## config.mk

```make
export PLATFORM = sky130hd
export DESIGN_NAME = ccf_flags
export DESIGN_NICKNAME = d
export VERILOG_FILES = /design/src/inc/ccf_pkg.sv /design/src/rtl/ccf_flags.sv
export VERILOG_INCLUDE_DIRS = /design/src /design/src/inc
export SDC_FILE = /design/constraint.sdc
export NUM_CORES = 1
export LEC_CHECK = 0
export ABC_AREA = 1
export BUFFER_PORTS_ARGS = -buffer_cell sky130_fd_sc_hd__buf_4
export CAP_MARGIN = 30
export CORE_MARGIN = 2
export CORE_UTILIZATION = 23
export CTS_CLUSTER_SIZE = 28
export DETAILED_ROUTE_END_ITERATION = 8
export HOLD_SLACK_MARGIN = 0.02
export SYNTH_ARGS = -nofsm -noshare
export SYNTH_HDL_FRONTEND = slang
export SYNTH_SLANG_ARGS = --single-unit
export TNS_END_PERCENT = 50
```

## constraint.sdc

```tcl
create_clock -name core_clk -period 2.73 [get_ports core_clk]
set_clock_uncertainty 0.05 [all_clocks]
set_input_delay 0.273 -clock core_clk [delete_from_list [all_inputs] [get_ports core_clk]]
set_output_delay 0.273 -clock core_clk [all_outputs]
set_load 0.005 [all_outputs]
```

## src/inc/ccf_map.svh

```systemverilog
/*
 * Register offsets, field positions, reset values and timing counts
 * of the condition flag and clock pulse block.
 * Assumes byte addressing on a 32-bit APB with word-aligned registers.
 */
`ifndef CCF_MAP_SVH
`define CCF_MAP_SVH

// ----------------------------------------------------------------
// Register byte offsets
// ----------------------------------------------------------------
`define CCF_OFS_COND      12'h000
`define CCF_OFS_PULSE     12'h004
`define CCF_OFS_IRQ_STAT  12'h008
`define CCF_OFS_IRQ_CLR   12'h00C
`define CCF_OFS_IRQ_EN    12'h010

// ----------------------------------------------------------------
// Condition word bit positions
// ----------------------------------------------------------------
`define CCF_BIT_IE    0
`define CCF_BIT_IAE   1
`define CCF_BIT_CO    2
`define CCF_BIT_GT    3
`define CCF_BIT_EQ    4
`define CCF_BIT_LT    5
`define CCF_BIT_N     6
`define CCF_BIT_OV    7
`define CCF_BIT_UN    8
`define CCF_BIT_GE    9
`define CCF_BIT_NE    10
`define CCF_BIT_LE    11
`define CCF_BIT_ONE   12
`define CCF_BIT_ZERO  13
`define CCF_COND_W    14

// ----------------------------------------------------------------
// Interrupt status bit positions and reset values
// ----------------------------------------------------------------
`define CCF_IRQ_IE    0
`define CCF_IRQ_IAE   1
`define CCF_IRQ_OV    2
`define CCF_IRQ_UN    3
`define CCF_IRQ_SEC   4
`define CCF_IRQ_W     5
`define CCF_IRQ_EN_RST 5'h00

// ----------------------------------------------------------------
// Timing: clock period, base tick and pulse half periods
// ----------------------------------------------------------------
`define CCF_CLK_PERIOD_NS 8
`define CCF_TICK_MS       10
`define CCF_TICK_CYCLES   ((`CCF_TICK_MS * 1000000) / `CCF_CLK_PERIOD_NS)
`define CCF_HALF_MS_20MS  10
`define CCF_HALF_MS_100MS 50
`define CCF_HALF_MS_200MS 100
`define CCF_HALF_MS_1S    500
`define CCF_HALF_MS_1MIN  30000
`define CCF_PULSE_N       5

`endif

```

## src/inc/ccf_pkg.sv

```systemverilog
/*
 * Types shared by the condition flag and clock pulse block.
 * Assumes nothing of its surroundings.
 */
`default_nettype none
package ccf_pkg;

    // Class of the instruction that has just completed
    typedef enum logic [2:0] {
        CCF_OP_NONE,
        CCF_OP_ARITH,
        CCF_OP_SHIFT,
        CCF_OP_CMP,
        CCF_OP_RANGE
    } ccf_op_type;

endpackage
`default_nettype wire

```

## src/rtl/ccf_flags.sv

```systemverilog
/*
 * Condition code flags and free-running clock pulse bits, readable
 * over an APB slave, with a sticky interrupt status register.
 * Assumes the execution unit and the APB master share core_clk, and
 * that the execution unit reports each completed instruction with a
 * one-cycle ex_done pulse carrying its operands and class.
 */
// Contract
// - Processing error sets instruction error flag
// - Illegal access flag held within cycle, task
// - Carry on carry, borrow or shift-out
// - Greater-than on compare or above range
// - Equals on identical compare or zero
// - Less-than on compare or below range
// - Negative when result MSB is one
// - Overflow when result exceeds positive range
// - Underflow when result falls below range
// - Provide greater-equal, not-equal, less-equal bits
// - One bit always one, one always zero
// - 20 ms pulse, 10 ms high/low
// - 100 ms pulse, 50 ms high/low
// - 200 ms pulse, 100 ms high/low
// - One second pulse, half second phases
// - One minute pulse, thirty second phases
// - Flag area read-only, writes ignored
`timescale 1ns/1ps
`default_nettype none
`include "ccf_map.svh"

module ccf_flags
    import ccf_pkg::*;
#(
    parameter int unsigned DATA_W      = 16,                // Operand width
    parameter int unsigned TICK_CYCLES = `CCF_TICK_CYCLES   // Base tick length
) (
    input  wire logic              core_clk,           // System clock
    input  wire logic              arst_n,             // Async reset, low
    // Execution unit report
    input  wire logic              ex_done,            // Instruction completed
    input  wire ccf_op_type        ex_op,              // Instruction class
    input  wire logic              ex_sub,             // Arith: subtract
    input  wire logic              ex_shl,             // Shift: left
    input  wire logic              ex_signed,          // Compare signed
    input  wire logic [DATA_W-1:0] ex_a,               // First operand
    input  wire logic [DATA_W-1:0] ex_b,               // Second operand / low
    input  wire logic [DATA_W-1:0] ex_c,               // Range high limit
    input  wire logic              ex_err,             // Processing error
    input  wire logic              ex_acc_err,         // Illegal area access
    input  wire logic              cycle_start,        // New program cycle
    input  wire logic              task_switch,        // Task changes
    // APB slave
    input  wire logic              psel,               // Select
    input  wire logic              penable,            // Access phase
    input  wire logic              pwrite,             // Write
    input  wire logic [11:0]       paddr,              // Byte address
    input  wire logic [31:0]       pwdata,             // Write data
    output logic [31:0]            prdata,             // Read data
    output logic                   pready,             // Ready
    output logic                   pslverr,            // Unmapped address
    // Flags
    output logic                   instr_error_flag,   // Error end
    output logic                   illegal_access_flag,// Forbidden area hit
    output logic                   carry_flag,         // Carry or borrow
    output logic                   gt_flag,            // Greater than
    output logic                   eq_flag,            // Equals
    output logic                   lt_flag,            // Less than
    output logic                   neg_flag,           // Negative
    output logic                   overflow_flag,      // Overflow
    output logic                   underflow_flag,     // Underflow
    output logic                   ge_flag,            // Greater or equal
    output logic                   ne_flag,            // Not equal
    output logic                   le_flag,            // Less or equal
    output logic                   const_one_flag,     // Always one
    output logic                   const_zero_flag,    // Always zero
    output logic [4:0]             pulse,              // 20ms,100ms,200ms,1s,1min
    output logic                   irq                 // Interrupt level
);

    // ------------------------------------------------------------
    // Constants and helpers
    // ------------------------------------------------------------
    localparam int unsigned TICK_W = $clog2(TICK_CYCLES);
    localparam logic [TICK_W-1:0] TICK_LAST = TICK_W'(TICK_CYCLES - 1);

    // Half period of pulse idx in base ticks
    function automatic logic [11:0] half_ticks(input int idx);
        int ms;
        ms = `CCF_HALF_MS_20MS;
        unique case (idx)
            0: ms = `CCF_HALF_MS_20MS;
            1: ms = `CCF_HALF_MS_100MS;
            2: ms = `CCF_HALF_MS_200MS;
            3: ms = `CCF_HALF_MS_1S;
            default: ms = `CCF_HALF_MS_1MIN;
        endcase
        return 12'(ms / `CCF_TICK_MS);
    endfunction

    // Three-way compare {gt, eq, lt}, signed or unsigned
    function automatic logic [2:0] cmp3(input logic [DATA_W-1:0] x,
                                        input logic [DATA_W-1:0] y,
                                        input logic sgn);
        logic gt;
        gt = sgn ? ($signed(x) > $signed(y)) : (x > y);
        return {gt, x == y, !gt && (x != y)};
    endfunction

    // ------------------------------------------------------------
    // Result arithmetic
    // ------------------------------------------------------------
    logic [DATA_W:0]   sum_w;
    logic [DATA_W-1:0] res_w;
    logic              a_msb;
    logic              b_msb;
    logic              ov_w;
    logic              un_w;
    logic [DATA_W-1:0] shr_w;
    logic              shc_w;
    logic [2:0]        cmp_w;
    logic [2:0]        lo_w;
    logic [2:0]        hi_w;

    // Add or subtract with carry or borrow out
    always_comb begin
        if (ex_sub) begin
            sum_w = {1'b0, ex_a} - {1'b0, ex_b};
        end else begin
            sum_w = {1'b0, ex_a} + {1'b0, ex_b};
        end
        res_w = sum_w[DATA_W-1:0];
        a_msb = ex_a[DATA_W-1];
        b_msb = ex_b[DATA_W-1];
        if (ex_sub) begin
            ov_w = !a_msb && b_msb && res_w[DATA_W-1];
            un_w = a_msb && !b_msb && !res_w[DATA_W-1];
        end else begin
            ov_w = !a_msb && !b_msb && res_w[DATA_W-1];
            un_w = a_msb && b_msb && !res_w[DATA_W-1];
        end
    end

    // One-place shift with the bit leaving into carry
    always_comb begin
        if (ex_shl) begin
            shr_w = {ex_a[DATA_W-2:0], 1'b0};
            shc_w = ex_a[DATA_W-1];
        end else begin
            shr_w = {1'b0, ex_a[DATA_W-1:1]};
            shc_w = ex_a[0];
        end
    end

    // Comparisons; range check tests a against [b, c]
    assign cmp_w = cmp3(ex_a, ex_b, ex_signed);
    assign lo_w  = cmp3(ex_a, ex_b, ex_signed);
    assign hi_w  = cmp3(ex_a, ex_c, ex_signed);

    // ------------------------------------------------------------
    // Condition flags
    // ------------------------------------------------------------
    logic ie_r;
    logic iae_r;
    logic co_r, co_nxt;
    logic gt_r, gt_nxt;
    logic eq_r, eq_nxt;
    logic lt_r, lt_nxt;
    logic n_r, n_nxt;
    logic ov_r, ov_nxt;
    logic un_r, un_nxt;
    logic ge_r;
    logic ne_r;
    logic le_r;
    logic one_r;
    logic zero_r;

    // Next values; unaffected flags keep their state
    always_comb begin
        co_nxt = co_r;
        gt_nxt = gt_r;
        eq_nxt = eq_r;
        lt_nxt = lt_r;
        n_nxt  = n_r;
        ov_nxt = ov_r;
        un_nxt = un_r;
        if (ex_done) begin
            unique case (ex_op)
                CCF_OP_ARITH: begin
                    co_nxt = sum_w[DATA_W];
                    eq_nxt = (res_w == '0);
                    n_nxt  = res_w[DATA_W-1];
                    ov_nxt = ov_w;
                    un_nxt = un_w;
                end
                CCF_OP_SHIFT: begin
                    co_nxt = shc_w;
                    eq_nxt = (shr_w == '0);
                    n_nxt  = shr_w[DATA_W-1];
                end
                CCF_OP_CMP: begin
                    gt_nxt = cmp_w[2];
                    eq_nxt = cmp_w[1];
                    lt_nxt = cmp_w[0];
                end
                CCF_OP_RANGE: begin
                    gt_nxt = hi_w[2];
                    lt_nxt = lo_w[0];
                    eq_nxt = !hi_w[2] && !lo_w[0];
                end
                CCF_OP_NONE: begin
                    co_nxt = co_r;
                end
            endcase
        end
    end

    // Result flags register on instruction completion
    always_ff @(posedge core_clk or negedge arst_n) begin
        if (!arst_n) begin
            co_r <= 1'b0;
            gt_r <= 1'b0;
            eq_r <= 1'b0;
            lt_r <= 1'b0;
            n_r  <= 1'b0;
            ov_r <= 1'b0;
            un_r <= 1'b0;
            ge_r <= 1'b0;
            ne_r <= 1'b1;
            le_r <= 1'b0;
        end else begin
            co_r <= co_nxt;
            gt_r <= gt_nxt;
            eq_r <= eq_nxt;
            lt_r <= lt_nxt;
            n_r  <= n_nxt;
            ov_r <= ov_nxt;
            un_r <= un_nxt;
            ge_r <= gt_nxt || eq_nxt;
            ne_r <= !eq_nxt;
            le_r <= lt_nxt || eq_nxt;
        end
    end

    // Error flag follows each completed instruction
    always_ff @(posedge core_clk or negedge arst_n) begin
        if (!arst_n) begin
            ie_r <= 1'b0;
        end else if (ex_done) begin
            ie_r <= ex_err;
        end
    end

    // Access error lives until the cycle or task ends; set wins
    always_ff @(posedge core_clk or negedge arst_n) begin
        if (!arst_n) begin
            iae_r <= 1'b0;
        end else if (ex_acc_err) begin
            iae_r <= 1'b1;
        end else if (cycle_start || task_switch) begin
            iae_r <= 1'b0;
        end
    end

    // Constant bits
    always_ff @(posedge core_clk or negedge arst_n) begin
        if (!arst_n) begin
            one_r  <= 1'b1;
            zero_r <= 1'b0;
        end else begin
            one_r  <= 1'b1;
            zero_r <= 1'b0;
        end
    end

    // ------------------------------------------------------------
    // Clock pulses
    // ------------------------------------------------------------
    logic [TICK_W-1:0] tick_cnt_r;
    logic              tick_r;
    logic [11:0]       pcnt_r [`CCF_PULSE_N];
    logic [4:0]        pulse_r;

    // Common base tick divided from the system clock
    always_ff @(posedge core_clk or negedge arst_n) begin
        if (!arst_n) begin
            tick_cnt_r <= '0;
            tick_r     <= 1'b0;
        end else if (tick_cnt_r == TICK_LAST) begin
            tick_cnt_r <= '0;
            tick_r     <= 1'b1;
        end else begin
            tick_cnt_r <= tick_cnt_r + 1'b1;
            tick_r     <= 1'b0;
        end
    end

    // Each pulse toggles after its half period, starting low
    always_ff @(posedge core_clk or negedge arst_n) begin
        if (!arst_n) begin
            for (int i = 0; i < `CCF_PULSE_N; i++) begin
                pcnt_r[i] <= 12'h000;
            end
            pulse_r <= 5'h00;
        end else if (tick_r) begin
            for (int i = 0; i < `CCF_PULSE_N; i++) begin
                if (pcnt_r[i] == half_ticks(i) - 12'h001) begin
                    pcnt_r[i]  <= 12'h000;
                    pulse_r[i] <= !pulse_r[i];
                end else begin
                    pcnt_r[i] <= pcnt_r[i] + 12'h001;
                end
            end
        end
    end

    // ------------------------------------------------------------
    // Interrupts
    // ------------------------------------------------------------
    logic [`CCF_IRQ_W-1:0] irq_stat_r;
    logic [`CCF_IRQ_W-1:0] irq_en_r;
    logic [`CCF_IRQ_W-1:0] irq_ev;
    logic [`CCF_IRQ_W-1:0] irq_clr;
    logic                  irq_r;
    logic                  wr_acc;
    logic                  sec_rise;

    assign sec_rise = tick_r && (pcnt_r[3] == half_ticks(3) - 12'h001) && !pulse_r[3];

    // Events that latch into the status register
    always_comb begin
        irq_ev = '0;
        irq_ev[`CCF_IRQ_IE]  = ex_done && ex_err;
        irq_ev[`CCF_IRQ_IAE] = ex_acc_err;
        irq_ev[`CCF_IRQ_OV]  = ex_done && (ex_op == CCF_OP_ARITH) && ov_w;
        irq_ev[`CCF_IRQ_UN]  = ex_done && (ex_op == CCF_OP_ARITH) && un_w;
        irq_ev[`CCF_IRQ_SEC] = sec_rise;
    end

    assign irq_clr = (wr_acc && paddr == `CCF_OFS_IRQ_CLR) ? pwdata[`CCF_IRQ_W-1:0] : '0;

    // Sticky status; a new event wins over a clear
    always_ff @(posedge core_clk or negedge arst_n) begin
        if (!arst_n) begin
            irq_stat_r <= '0;
        end else begin
            irq_stat_r <= (irq_stat_r & ~irq_clr) | irq_ev;
        end
    end

    // Enable register
    always_ff @(posedge core_clk or negedge arst_n) begin
        if (!arst_n) begin
            irq_en_r <= `CCF_IRQ_EN_RST;
        end else if (wr_acc && paddr == `CCF_OFS_IRQ_EN) begin
            irq_en_r <= pwdata[`CCF_IRQ_W-1:0];
        end
    end

    // Interrupt level, registered
    always_ff @(posedge core_clk or negedge arst_n) begin
        if (!arst_n) begin
            irq_r <= 1'b0;
        end else begin
            irq_r <= |(((irq_stat_r & ~irq_clr) | irq_ev) & irq_en_r);
        end
    end

    // ------------------------------------------------------------
    // APB slave
    // ------------------------------------------------------------
    logic [31:0] rd_w;
    logic        hit_w;
    logic [31:0] prdata_r;
    logic        pready_r;
    logic        pslverr_r;

    assign wr_acc = psel && penable && pready_r && pwrite;

    // Read mux; writes to the flag and pulse words are dropped
    always_comb begin
        rd_w  = 32'h0000_0000;
        hit_w = 1'b1;
        unique case (paddr)
            `CCF_OFS_COND: begin
                rd_w[`CCF_BIT_IE]   = ie_r;
                rd_w[`CCF_BIT_IAE]  = iae_r;
                rd_w[`CCF_BIT_CO]   = co_r;
                rd_w[`CCF_BIT_GT]   = gt_r;
                rd_w[`CCF_BIT_EQ]   = eq_r;
                rd_w[`CCF_BIT_LT]   = lt_r;
                rd_w[`CCF_BIT_N]    = n_r;
                rd_w[`CCF_BIT_OV]   = ov_r;
                rd_w[`CCF_BIT_UN]   = un_r;
                rd_w[`CCF_BIT_GE]   = ge_r;
                rd_w[`CCF_BIT_NE]   = ne_r;
                rd_w[`CCF_BIT_LE]   = le_r;
                rd_w[`CCF_BIT_ONE]  = one_r;
                rd_w[`CCF_BIT_ZERO] = zero_r;
            end
            `CCF_OFS_PULSE:    rd_w[4:0] = pulse_r;
            `CCF_OFS_IRQ_STAT: rd_w[`CCF_IRQ_W-1:0] = irq_stat_r;
            `CCF_OFS_IRQ_CLR:  rd_w = 32'h0000_0000;
            `CCF_OFS_IRQ_EN:   rd_w[`CCF_IRQ_W-1:0] = irq_en_r;
            default:           hit_w = 1'b0;
        endcase
    end

    // Answer one cycle after setup; ready falls after the access
    always_ff @(posedge core_clk or negedge arst_n) begin
        if (!arst_n) begin
            pready_r  <= 1'b0;
            pslverr_r <= 1'b0;
            prdata_r  <= 32'h0000_0000;
        end else if (psel && !penable && !pready_r) begin
            pready_r  <= 1'b1;
            pslverr_r <= !hit_w;
            prdata_r  <= pwrite ? 32'h0000_0000 : rd_w;
        end else begin
            pready_r  <= 1'b0;
            pslverr_r <= 1'b0;
            prdata_r  <= 32'h0000_0000;
        end
    end

    // ------------------------------------------------------------
    // Outputs
    // ------------------------------------------------------------
    assign prdata              = prdata_r;
    assign pready              = pready_r;
    assign pslverr             = pslverr_r;
    assign instr_error_flag    = ie_r;
    assign illegal_access_flag = iae_r;
    assign carry_flag          = co_r;
    assign gt_flag             = gt_r;
    assign eq_flag             = eq_r;
    assign lt_flag             = lt_r;
    assign neg_flag            = n_r;
    assign overflow_flag       = ov_r;
    assign underflow_flag      = un_r;
    assign ge_flag             = ge_r;
    assign ne_flag             = ne_r;
    assign le_flag             = le_r;
    assign const_one_flag      = one_r;
    assign const_zero_flag     = zero_r;
    assign pulse               = pulse_r;
    assign irq                 = irq_r;

endmodule

`default_nettype wire

```

Word-level counts from Yosys, hierarchy flattened

Index checks and enable logic that the tools add are counted.

Logic and storage cells: 166
Input bits: 108
Flip-flop bits (word level): 144
Output and inout port bits: 54

Add/sub/neg operators: 13
Divide/modulo/power cells: 5
Order comparisons: 4
Bitwise gates (word level): 4
Eq/ne operators: 17
Reduce and logical (&&, ||, !) cells: 56
Muxes and demuxes: 37

Operator list:

| cell                                                                   | number |
|---|---|
| 32-bit by 5-bit divider with 32-bit output, second input constant      | 5 |
| 32-bit two-way mux                                                     | 5 |
| 16-bit greater-than comparator                                         | 4 |
| 12-bit by 1-bit adder with 12-bit output, second input constant        | 5 |
| 12-bit equality test                                                   | 5 |
| 12-bit two-way mux                                                     | 5 |
| 12-bit by 1-bit subtractor with 12-bit output, second input constant   | 5 |
| 16-bit zero test                                                       | 2 |
| 14-bit two-way mux                                                     | 2 |
| 12-bit by 4-bit equality test with 1-bit output, second input constant | 2 |
| 1-bit logical AND                                                      | 23 |
| 21-bit by 1-bit adder with 21-bit output, second input constant        | 1 |
| 21-bit equality test, second input constant                            | 1 |
| 21-bit two-way mux                                                     | 1 |
| 5-bit one-hot mux with 4 select lines                                  | 1 |
| 16-bit by 16-bit adder with 17-bit output                              | 1 |
| 17-bit two-way mux                                                     | 1 |
| 16-bit by 16-bit subtractor with 17-bit output                         | 1 |
| 16-bit equality test                                                   | 1 |
| 16-bit two-way mux                                                     | 1 |
| 16-bit inequality test                                                 | 1 |
| 1-bit zero test                                                        | 15 |
| 1-bit two-way mux                                                      | 15 |
| 2-bit AND reduction                                                    | 7 |
| other kinds (18)                                                       | 26 |

Depth between registers and ports, before layout

Depth after elaboration: 10
Mapped depth: 21
Mapped depth without buffers: 20

Worst setup path after synthesis

OpenSTA, ideal clock, no wires.

Path type: input -> register
Start point: input ex_a[0]
End point: register le_r (netlist: le_flag)
Setup slack: 662 ps
Path buffers: 0
Stages: 17
Setup time: 124 ps
Arrival time: 1894 ps
Required time: 2556 ps
Cells stage by stage: inv_1 -> ha_1 -> inv_1 -> fa_1 -> nand3_1 -> nand3_1 -> nand2_1 -> nand2_1 -> nand2_1 -> nand3_1 -> nand3_1 -> nand3_2 -> nand3_1 -> and2_1 -> nand2_1 -> nand2_2 -> nand2_1

Longest elaborated chain between the ends: 9
Elaborated cells between the ends (all ways): 24
Those cells by class: add/sub (2); order compare (4); eq/ne (2); mux (8); reduce/logical (8)

Ends and longest elaborated chain:

| item                                                                                              | RTL line         | RTL |
|---|---|---|
| from (decl)                                                                                       | ccf_flags.sv:44  | `input wire logic [DATA_W-1:0] ex_a,` |
| parallel branches: the longest is 8 deep, another holds 16-bit by 16-bit adder with 17-bit output | --               |  |
| 1-bit logical OR *                                                                                | ccf_flags.sv:239 | `le_r <= lt_nxt \|\| eq_nxt;` |
| to (signal assigned)                                                                              | ccf_flags.sv:239 |  |
| to (decl)                                                                                         | ccf_flags.sv:172 | `logic le_r;` |

Mark *: on every way between the ends.
A chain may end at the register's enable or synchronous reset.

Worst setup path in the final report

Start point: input ex_a[0]
End point: register eq_r (netlist: eq_flag)

Longest elaborated chain between the ends: 8
Elaborated cells between the ends (all ways): 21
Those cells by class: add/sub (2); order compare (4); eq/ne (2); mux (6); reduce/logical (7)

Ends and longest elaborated chain:

| item                                                                                              | RTL line         | RTL |
|---|---|---|
| parallel branches: the longest is 6 deep, another holds 16-bit by 16-bit adder with 17-bit output | --               |  |
| 1-bit one-hot mux with 4 select lines *                                                           | ccf_flags.sv:186 | `unique case (ex_op)` |
| 1-bit two-way mux *                                                                               | ccf_flags.sv:185 | `if (ex_done) begin` |
| via eq_nxt                                                                                        | ccf_flags.sv:165 | `logic eq_r, eq_nxt;` |
| to (signal assigned)                                                                              | ccf_flags.sv:232 | `eq_r <= eq_nxt;` |
| to (decl)                                                                                         | ccf_flags.sv:165 |  |

Mark *: on every way through the listed nets, which the timed path passes.

==> flow_summary.toml <==
[status]
status = "completed"

[routing]
drc = 0
totalWireLength_mm = 24.1
vias = 8131
ant_nets = 0
drt_iter0_markers = 544
drtPass1Iterations = 5
post_drt_via_cell_ratio = 4.28
wl_per_cell_um = 12.7

[critical_path]
cpMaxStageDelayCell = "fa_1"
reg2reg_to = "tick_cnt_r[20]$_DFF_PN0_"
critPathMaxFanout = 4
rrSetupSlack_ns = 0.68
r2r-start = "tick_cnt_r[0]$_DFF_PN0_"
critPathMaxStageDelay_ns = 0.44
start_kind = "input pin"
critical_path.most_common_cell = "nand2_1"
cp_num_buf_inv = 4
end_kind = "flip-flop"
crit_chain = "buf_4 -> inv_1 -> ha_1 -> inv_1 -> fa_1 -> nand3_1 -> nand3_1 -> nand2_1 -> nand2_1 -> nand2_1 -> nand3_1 -> nand2_1 -> nand3_1 -> nor2_1 -> nand2_1 -> nor2_1 -> nand2_1 -> nand2_1 -> nand2_2 -> inv_1"
cp.required_ns = 3.04
cp_data_arrival_time_ns = 2.46
criticalPathCategory = "in2reg"
cp_top_family = "simple AND/OR/NAND/NOR gates"
ff2ff_path_depth = 11

[clocking]
clock_sinks = 125
cts_max_path_buffers = 2
clkLatencyLatePin_ns = 0.42
cts_tree = "done"
cts_setup_buffers = 0
hold_buffers = 4
cts_made_buffers = 17
h-tree-depth = 4
clk_pin_slew_worst_paths_ns = 0.06
cts-root-buf = "clkbuf_16"
cts-resized-gates = 0

[global_routing]
grt_pass1_wl_mm = 39.4
grt.total_usage_pct = 12.2
globalRouteOverflowTotal = 0
grt_pass1_vias = 7851
antenna_found_initial = 1
grt_max_degree = 58

[synth]
ys_top_cells_by_area = "dfrtp_1 (35%), nand2_1 (13%), inv_1 (9.6%)"
synth.distinct_cells = 48
yosysWarnings = 0
synth_most_common_cell = "nand2_1"
synth_common_cells = "nand2_1 (303), inv_1 (228), dfrtp_1 (124)"
synth-edff-count = 0
ys_ff_latch = 125
synth_top_flop_cell = "dfrtp_1"
avgSynthCellArea_um2 = 7.16
yosysSeqAreaShare_pct = 35.1
async_flop_share_pct = 100
yosysTopAreaCell = "dfrtp_1"
netlist_area_mm2 = 0.00890
netlist.area_leader.share_pct = 34.8
synth_cells = 1243

[sta]
fin_hold_ws_ns = 0.0507
max-slew-margin-rel_pct = 56.3
timing.fmax_mhz = 464
final_hold_viol_count = 0
drv_slew = 0
setup_viol = 0
fin_setup_tns_ns = 0
grt_setup_unrepaired = "false"
post-route-period-util_pct = 78.9
period_needed_ns = 2.15
worst_pin_slew_ns = 0.656

[worst_hold_path]
worst_hold_path_type = "in2reg"
whs_path_depth = 3
whs_endpoint = "pready$_DFF_PN0_"
hp-start = "psel"

[floorplan]
initial_core_util_pct = 23.1
io_pins = 162
die_height_um = 201
die_area_mm2 = 0.0403
row_count = 72
core_area_mm2 = 0.0385
chipWidth_um = 201

[final_layout]
drive_gt1_share_pct = 14.8
area_delta_synth_final_pct = 22.2
fin_cells = 1901
diodes = 0
fin_nets = 1538

[place]
gp_congestion = 0.953
numPortBuffers = 113
hpwl_mm = 19.8
dp_cells = 1865

[power]
p_leak_nw = 5.69
powerDensity_mw_per_mm2 = 455
finalPower_w = 0.00495
irDropWorstVdd_mv = 0.310

[flow_run]
drv_cap = 0
[metrics by stage]
step           area [um2]  utilization, %  setup WS, ns
4_1_cts             10900            28.3         0.569
2_1_floorplan        8980               -         0.662
3_3_place_gp        10300            26.8         0.153
6_report            10900            28.3         0.576
3_5_place_dp        10300            26.8         0.134
5_1_grt             10900            28.3         0.344
[logic make-up after synthesis]
kind of cell	after synthesis	synth area share, %
flops	125	35.1
buf+inv	275	12.8
other cells	2	0.0843
simple gates	614	31.1
fa+ha+maj	60	8.60
compound gates	128	8.39
xor+xnor	39	3.84
[registers in the layout, indices dropped and copies added, names as in the netlist, 5 cells and up]
signal and cells:
pulse 5, tick_cnt_r 21, irq_en_r 5, prdata 13, irq_stat_r 5, pcnt_r 60
[worst max-delay path by stage]
stage | start | endpoint | slack (ns) | depth (start not counted)
detailed placement | ex_a[0] | eq_flag$_DFF_PN0_ | 0.13 | 20
global route | ex_a[0] | eq_flag$_DFF_PN0_ | 0.34 | 20
finish | ex_a[0] | eq_flag$_DFF_PN0_ | 0.58 | 20
CTS | ex_a[0] | eq_flag$_DFF_PN0_ | 0.57 | 20
global placement | ex_a[0] | le_flag$_DFF_PN0_ | 0.15 | 20
floorplan | ex_a[0] | le_flag$_DFF_PN0_ | 0.66 | 17
[power breakdown]
group	switching, W	internal [W]	total [W]	leakage (nW)
Clock	0.000847	0.00126	0.00210	0.257
Combinational	0.000552	0.000340	0.000891	3.75
Sequential	0.0000527	0.00190	0.00195	1.69
[area by class of cell]
| type | instances | area (um2) |
|---|---|---|
| fill | 4155 | 27600 |
| multi-input combinational | 862 | 4700 |
| sequential | 125 | 3130 |
| timing repair buffer | 123 | 946 |
| inverter | 241 | 905 |
| tap | 518 | 648 |
| clock buffer | 20 | 437 |
| clock inverter | 12 | 114 |
[layout by cell type (no fill, tap or decap), drive strengths merged, types with 3 or more instances in the layout]
master       netlist  layout
clkinvlp           0       4
clkbuf             3      20
xor2              32      32
a221oi             3       3
nor3b              3       3
buf               31     119
o22ai              5       5
nand4             22      22
a211oi             5       5
nand3             84      84
o21ai             40      40
o21bai             8       8
nand3b             6       6
o21a               5       5
nor2             120     120
a31oi              3       3
dlygate4sd3        0       4
ha                58      58
clkinv             2       6
nand2            316     316
nor4              22      22
xnor2              7       7
inv              239     242
a21oi             52      52
nor3              36      36
conb               2      21
dfrtp            124     124
[worst min-delay path: stages]
cell	delay, ns
buf_4	0.11
inv_1	0.04
nor3_1	0.05
[layer usage]
metal | global-route usage, % | share of wire (%)
met1 | 15.7 | 45
met3 | 3.15 | 6.4
met2 | 20.2 | 46
met4 | 3.28 | 1.8
met5 | 0 | 0.050
Power figures use the tool's default switching activity.
